$ cat config.mk
export PLATFORM = sky130hd
export DESIGN_NAME = perf_event_select
export DESIGN_NICKNAME = d
export VERILOG_FILES = /design/src/hw/perf_event_select.v
export VERILOG_INCLUDE_DIRS = /design/src /design/src/shared
export SDC_FILE = /design/constraint.sdc
export NUM_CORES = 1
export LEC_CHECK = 0
export ABC_AREA = 1
export BUFFER_PORTS_ARGS = -buffer_cell sky130_fd_sc_hd__buf_2
export CAP_MARGIN = 20
export CORE_MARGIN = 2
export CORE_UTILIZATION = 55
export CTS_BUF_LIST = sky130_fd_sc_hd__clkbuf_4 sky130_fd_sc_hd__clkbuf_8
export DETAILED_ROUTE_END_ITERATION = 10
export HOLD_SLACK_MARGIN = 0.08
export PLACE_DENSITY = 0.84
export SYNTH_ARGS = -nofsm -noshare
export SYNTH_HDL_FRONTEND = slang
export SYNTH_SLANG_ARGS = --single-unit
$ cat constraint.sdc
create_clock -name i_clk -period 2.6 [get_ports i_clk]
set_input_delay 0.26 -clock i_clk [delete_from_list [all_inputs] [get_ports i_clk]]
set_output_delay 0.26 -clock i_clk [all_outputs]
set_load 0.05 [all_outputs]
$ cat src/shared/perf_event_select_regs.vh
// Event codes, unit masks and widths for the performance event selector
`ifndef PERF_EVENT_SELECT_REGS_VH
`define PERF_EVENT_SELECT_REGS_VH

`define EVT_LOAD_XLATE_MISS   8'hCB
`define UM_LOAD_XLATE_MISS    8'h04
`define EVT_VECTOR_ASSIST     8'hCD
`define UM_VECTOR_ASSIST      8'h00
`define EVT_VECTOR_RETIRE     8'hCE
`define UM_VECTOR_RETIRE      8'h00
`define EVT_SAT_VECTOR_RETIRE 8'hCF
`define UM_SAT_VECTOR_RETIRE  8'h00
`define EVT_BRANCH_DECODE     8'hE0
`define UM_BRANCH_DECODE      8'h01
`define EVT_FALSE_BRANCH      8'hE4
`define UM_FALSE_BRANCH       8'h01
`define EVT_FRONT_REDIRECT    8'hE6
`define UM_FRONT_REDIRECT     8'h01

`define EVT_WIDTH             8
`define CNT_WIDTH_DEFAULT     48
`define CNT_RESET             48'h000000000000

`endif

$ cat src/hw/perf_event_select.v
// Event selection and counting for one performance counter
`timescale 1ns/1ps
`include "perf_event_select_regs.vh"

module perf_event_select #(
   parameter CNT_WIDTH = `CNT_WIDTH_DEFAULT
) (
   input  wire                   i_clk,
   input  wire                   i_srst,
   input  wire [`EVT_WIDTH-1:0]  i_event_num,
   input  wire [`EVT_WIDTH-1:0]  i_unit_mask,
   input  wire                   i_count_clear,
   input  wire                   i_load_retire,
   input  wire                   i_load_xlate_miss,
   input  wire                   i_load_fault,
   input  wire                   i_mm_clear_assist,
   input  wire                   i_vec_denormal_in,
   input  wire                   i_vec_underflow_out,
   input  wire                   i_denormals_as_zero_flag,
   input  wire                   i_flush_underflow_zero_flag,
   input  wire                   i_vec_retire,
   input  wire                   i_vec_saturating,
   input  wire                   i_branch_decode,
   input  wire                   i_false_branch_detect,
   input  wire                   i_front_end_redirect,
   output reg                    o_front_end_clear,
   output reg                    o_target_buffer_flush,
   output reg                    o_vector_assist,
   output reg                    o_count_inc,
   output reg  [CNT_WIDTH-1:0]   o_count
);

   // Gated event pulses, one per table entry
   wire                 hit_load_miss;
   wire                 hit_assist;
   wire                 hit_vec_ret;
   wire                 hit_sat_ret;
   wire                 hit_br_dec;
   wire                 hit_false_br;
   wire                 hit_redirect;

   reg                  retired_load_translation_miss;
   reg                  vector_assist_count;
   reg                  denormal_assist;
   reg                  underflow_assist;
   reg                  saturating_vector_retire;
   reg                  front_end_redirect_any;
   reg                  count_inc_nxt;
   reg  [CNT_WIDTH-1:0] count_nxt;

   // Event conditioning ahead of the selector
   always @* begin
      // A faulting load never reaches the count
      retired_load_translation_miss = i_load_retire && i_load_xlate_miss && !i_load_fault;
      // Each flag masks only its own assist cause; the clear assist is never masked
      denormal_assist               = i_vec_denormal_in && !i_denormals_as_zero_flag;
      underflow_assist              = i_vec_underflow_out && !i_flush_underflow_zero_flag;
      vector_assist_count           = i_mm_clear_assist || denormal_assist || underflow_assist;
      // Saturating retire is a subset of vector retire
      saturating_vector_retire      = i_vec_retire && i_vec_saturating;
      // A false branch is itself a redirect, so it counts here too
      front_end_redirect_any        = i_front_end_redirect || i_false_branch_detect;
   end

   // One matcher per table entry; load, assist, saturating and redirect pulses arrive already qualified
   event_match #(
      .EVT_W    (`EVT_WIDTH),
      .EVT_CODE (`EVT_LOAD_XLATE_MISS),
      .UM_CODE  (`UM_LOAD_XLATE_MISS)
   ) event_match_load_i (
      .i_event_num (i_event_num),
      .i_unit_mask (i_unit_mask),
      .i_pulse     (retired_load_translation_miss),
      .o_hit       (hit_load_miss)
   );

   event_match #(
      .EVT_W    (`EVT_WIDTH),
      .EVT_CODE (`EVT_VECTOR_ASSIST),
      .UM_CODE  (`UM_VECTOR_ASSIST)
   ) event_match_assist_i (
      .i_event_num (i_event_num),
      .i_unit_mask (i_unit_mask),
      .i_pulse     (vector_assist_count),
      .o_hit       (hit_assist)
   );

   event_match #(
      .EVT_W    (`EVT_WIDTH),
      .EVT_CODE (`EVT_VECTOR_RETIRE),
      .UM_CODE  (`UM_VECTOR_RETIRE)
   ) event_match_vec_i (
      .i_event_num (i_event_num),
      .i_unit_mask (i_unit_mask),
      .i_pulse     (i_vec_retire),
      .o_hit       (hit_vec_ret)
   );

   event_match #(
      .EVT_W    (`EVT_WIDTH),
      .EVT_CODE (`EVT_SAT_VECTOR_RETIRE),
      .UM_CODE  (`UM_SAT_VECTOR_RETIRE)
   ) event_match_sat_i (
      .i_event_num (i_event_num),
      .i_unit_mask (i_unit_mask),
      .i_pulse     (saturating_vector_retire),
      .o_hit       (hit_sat_ret)
   );

   event_match #(
      .EVT_W    (`EVT_WIDTH),
      .EVT_CODE (`EVT_BRANCH_DECODE),
      .UM_CODE  (`UM_BRANCH_DECODE)
   ) event_match_branch_i (
      .i_event_num (i_event_num),
      .i_unit_mask (i_unit_mask),
      .i_pulse     (i_branch_decode),
      .o_hit       (hit_br_dec)
   );

   event_match #(
      .EVT_W    (`EVT_WIDTH),
      .EVT_CODE (`EVT_FALSE_BRANCH),
      .UM_CODE  (`UM_FALSE_BRANCH)
   ) event_match_false_i (
      .i_event_num (i_event_num),
      .i_unit_mask (i_unit_mask),
      .i_pulse     (i_false_branch_detect),
      .o_hit       (hit_false_br)
   );

   event_match #(
      .EVT_W    (`EVT_WIDTH),
      .EVT_CODE (`EVT_FRONT_REDIRECT),
      .UM_CODE  (`UM_FRONT_REDIRECT)
   ) event_match_redirect_i (
      .i_event_num (i_event_num),
      .i_unit_mask (i_unit_mask),
      .i_pulse     (front_end_redirect_any),
      .o_hit       (hit_redirect)
   );

   // Only one selection can match, so the OR never merges two counts
   always @* begin
      count_inc_nxt = hit_load_miss
                    | hit_assist
                    | hit_vec_ret
                    | hit_sat_ret
                    | hit_br_dec
                    | hit_false_br
                    | hit_redirect;
      // Clear wins over an increment in the same cycle; counter wraps silently
      if (i_count_clear)
         count_nxt = {CNT_WIDTH{1'b0}};
      else if (count_inc_nxt)
         count_nxt = o_count + {{(CNT_WIDTH-1){1'b0}}, 1'b1};
      else
         count_nxt = o_count;
   end

   // Registered outputs trade one cycle of latency for clean timing
   always @(posedge i_clk) begin
      if (i_srst) begin
         o_front_end_clear     <= 1'b0;
         o_target_buffer_flush <= 1'b0;
         o_vector_assist       <= 1'b0;
         o_count_inc           <= 1'b0;
         o_count               <= {CNT_WIDTH{1'b0}};
      end else begin
         o_front_end_clear     <= front_end_redirect_any;
         o_target_buffer_flush <= i_false_branch_detect;
         o_vector_assist       <= vector_assist_count;
         o_count_inc           <= count_inc_nxt;
         o_count               <= count_nxt;
      end
   end

endmodule

// Matches one event number and unit mask pair and gates its pulse
// Unit mask bits are compared whole; no per-bit qualification is supported
module event_match #(
   parameter EVT_W    = 8,
   parameter EVT_CODE = 8'h00,
   parameter UM_CODE  = 8'h00
) (
   input  wire [EVT_W-1:0] i_event_num,
   input  wire [EVT_W-1:0] i_unit_mask,
   input  wire             i_pulse,
   output wire             o_hit
);

   wire                    evt_match;
   wire                    um_match;
   wire                    sel_match;

   // Both fields must match; a partial match would leak a neighbouring event
   assign evt_match = (i_event_num == EVT_CODE[EVT_W-1:0]);
   assign um_match  = (i_unit_mask == UM_CODE[EVT_W-1:0]);
   assign sel_match = evt_match && um_match;
   assign o_hit     = sel_match && i_pulse;

endmodule

==> out/qor.yml <==
power:
  leakagePower_nw: 2.51
  swShare: 0.235
  p_clk_frac: 0.415
  p_switching_uw: 361
  power_mw: 1.53
  p_int_mw: 1.17
  power.density_nw_per_um2: 319
  ir_drop_mv: 0.181
  pwr-share-seq: 0.522
  power_frac_comb: 0.063
timing:
  holdWs_ns: 0.192
  timing.slew.headroom: 0.627
  tightest_slew_ns: 0.560
  fin_tns_setup_ns: 0
  post-route-min-period_ns: 1.84
  setup_violations: 0
  fmax_mhz: 543
  slew_violations: 0
  hold_viol: 0
  skew_ns: 0.0124
  rsz0062_at_grt: "false"
  fin_crit_sh: 0.708
grt:
  grt_overflow: 0
  antenna_found_initial: 0
  grt_usage: 0.299
  grt_pass1_wl_mm: 20.8
  grt_max_degree: 49
  grt_pass1_vias: 4555
logic_synthesis:
  avgSynthCellArea_um2: 5.49
  synthDistinctLibCells: 24
  yosysSeqAreaShare: 0.247
  synth_area_um2: 4220
  synth.ff_latch_count: 52
  synth_fp_nets: 801
  synthCells: 768
  yosys_warnings: 0
clock_network:
  htree_levels: 2
  clk_pin_slew_worst_paths_ns: 0.10
  cts_tree: "yes"
  numCtsBuffers: 5
  clock_path_buffers: 2
  root_buffer: "clkbuf_8"
  cts_resized: 0
  cts_setup_buffers: 0
  clock_sinks: 52
  hold_buffers: 0
  clk_latency_ns: 0.32
place:
  portBuffers: 83
  dp_hpwl_mm: 8.98
  gp_congestion: 0.982
  place_area_um2: 4670
drt:
  wire_per_inst_um: 13.1
  firstDrtPassIters: 5
  ant_nets: 0
  via_per_inst: 5.32
  via_count: 4994
  drc: 0
  routed_wl_mm: 12.3
  drtIter0Drc: 528
worst_setup_path:
  worstSetupStartpointType: "flip-flop"
  end_kind: "flip-flop"
  cp.arrival_ns: 2.06
  cp_max_fo: 5
  critPathRequiredTime_ns: 2.82
  criticalPathCategory: "reg -> reg"
flow_run:
  drv_cap: 0
finish:
  fin_area_um2: 4800
  syn_to_final_growth_pct: 13.8
  fin_util: 0.655
  fin_nets: 871
  drive_above_1_share: 0.157
  diodes: 0
die:
  die_y_um: 91.6
  io_pins: 84
  fp-row-count: 31
  start_util: 0.575
  core_um2: 7330
  fp.dieW_um: 91.6
  dieArea_um2: 8390
status:
  status: "finished, final reports clean"
worst_hold_path:
  hold_class: "in -> reg"
-- placed cells by master, fill, tap and decap left out --
master	n
inv_1	115
buf_12	1
buf_4	4
a21oi_1	3
nor4_1	1
ha_1	1
xor2_1	27
clkbuf_8	7
nand3b_1	2
nor2_4	5
o21ai_0	1
clkinv_1	1
buf_2	83
dfxtp_1	52
nand3_1	31
nor2_2	6
nor2_1	148
nand4_1	68
bufinv_16	1
nand3_2	3
nor3_1	2
o211ai_1	1
nand2_2	2
nand2_1	254
inv_2	20
-- cells in the mapped netlist --
library cell	count	area, um^2
nor4_1	1	6.26
ha_1	1	12.5
buf_4	1	7.51
o21ai_0	1	5.00
clkbuf_1	11	41.3
buf_6	5	56.3
nor2_4	4	45.0
buf_2	8	40.0
nand2_1	254	953
nand3b_1	2	15.0
clkinv_1	1	3.75
nor3_1	2	10.0
dfxtp_1	52	1040
xor2_1	27	236
inv_1	115	432
nand3_1	32	160
o211ai_1	1	7.51
nand2_2	2	12.5
nand3_2	2	20.0
a21oi_1	3	15.0
nor2_1	149	559
nor2_2	6	37.5
inv_2	20	75.1
nand4_1	68	425
-- per-stage QoR --
| step | setup WS [ns] | std cells |
|---|---|---|
| 5_1_grt | 0.563 | 938 |
| 4_1_cts | 0.806 | 938 |
| 3_5_place_dp | 0.814 | 930 |
| 6_report | 0.760 | 938 |
| 2_1_floorplan | 0.627 | 768 |
| 3_3_place_gp | 0.848 | 930 |
-- layout make-up --
class                   count  area, um^2
fillers                   711        2530
well taps                  99         124
repair buffers             88         465
multi-input cells         555        2530
flip-flops and latches     52        1040
clock buffers               7        96.3
clock inverters             1        30.0
inverters                 136         510
-- layer usage --
| layer | vias to the layer above | GRT usage | routed length (um) | share of wire |
|---|---|---|---|---|
| met1 | 2209 | 0.392 | 5210 | 0.42 |
| met5 | - | 0 | 0 | 0 |
| met4 | 0 | 0.0934 | 285 | 0.023 |
| met3 | 23 | 0.0465 | 1130 | 0.092 |
| met2 | 271 | 0.504 | 5680 | 0.46 |
| li1 | 2491 | - | - | - |
-- power groups by stage --
stage          combinational [mW]  sequential (mW)  clock, mW
6_report                   0.0972            0.800      0.636
3_5_place_dp               0.0959            0.818          0
2_1_floorplan              0.0421            0.829          0
5_1_grt                     0.109            0.800      0.663
4_1_cts                    0.0961            0.800      0.640
3_3_place_gp               0.0927            0.818          0
-- path summary, 6_finish.rpt --
check | from | endpoint | slack [ns] | depth (start not counted)
worst max-delay path | o_count[3] | o_count[33] | 0.76 | 11
worst min-delay path | i_srst | o_count_inc | 0.19 | 2
worst max register to register | o_count[3] | o_count[33] | 0.76 | 11
worst min register to register | o_count[0] | o_count[0] | 0.62 | 3
-- cell families (layout without fill, tap and decap cells) --
kind of cell / after synthesis / in the layout / share of synthesized area
compound gates: 5 / 5 / 0.00652
buf+inv: 161 / 232 / 0.155
fa+ha+maj: 1 / 1 / 0.00297
simple gates: 522 / 522 / 0.532
xor+xnor: 27 / 27 / 0.0561
flops: 52 / 52 / 0.247
-- worst max-delay path, stage by stage (launching register included) --
cell and delay, ns:
dfxtp_1 0.46, nand2_1 0.13, nor2_2 0.22, nand3_1 0.24, nor2_1 0.33, nand2_1 0.09, nand2_1 0.06, nand2_1 0.05
inv_1 0.05, nand2_1 0.04, inv_1 0.05, nor2_1 0.03
-- flip-flops by register name, indices dropped and copies added (netlist names) --
register	count
o_count	48
o_target_buffer_flush	1
o_front_end_clear	1
o_count_inc	1
o_vector_assist	1
Note: power is estimated with default switching activity, not from simulation.
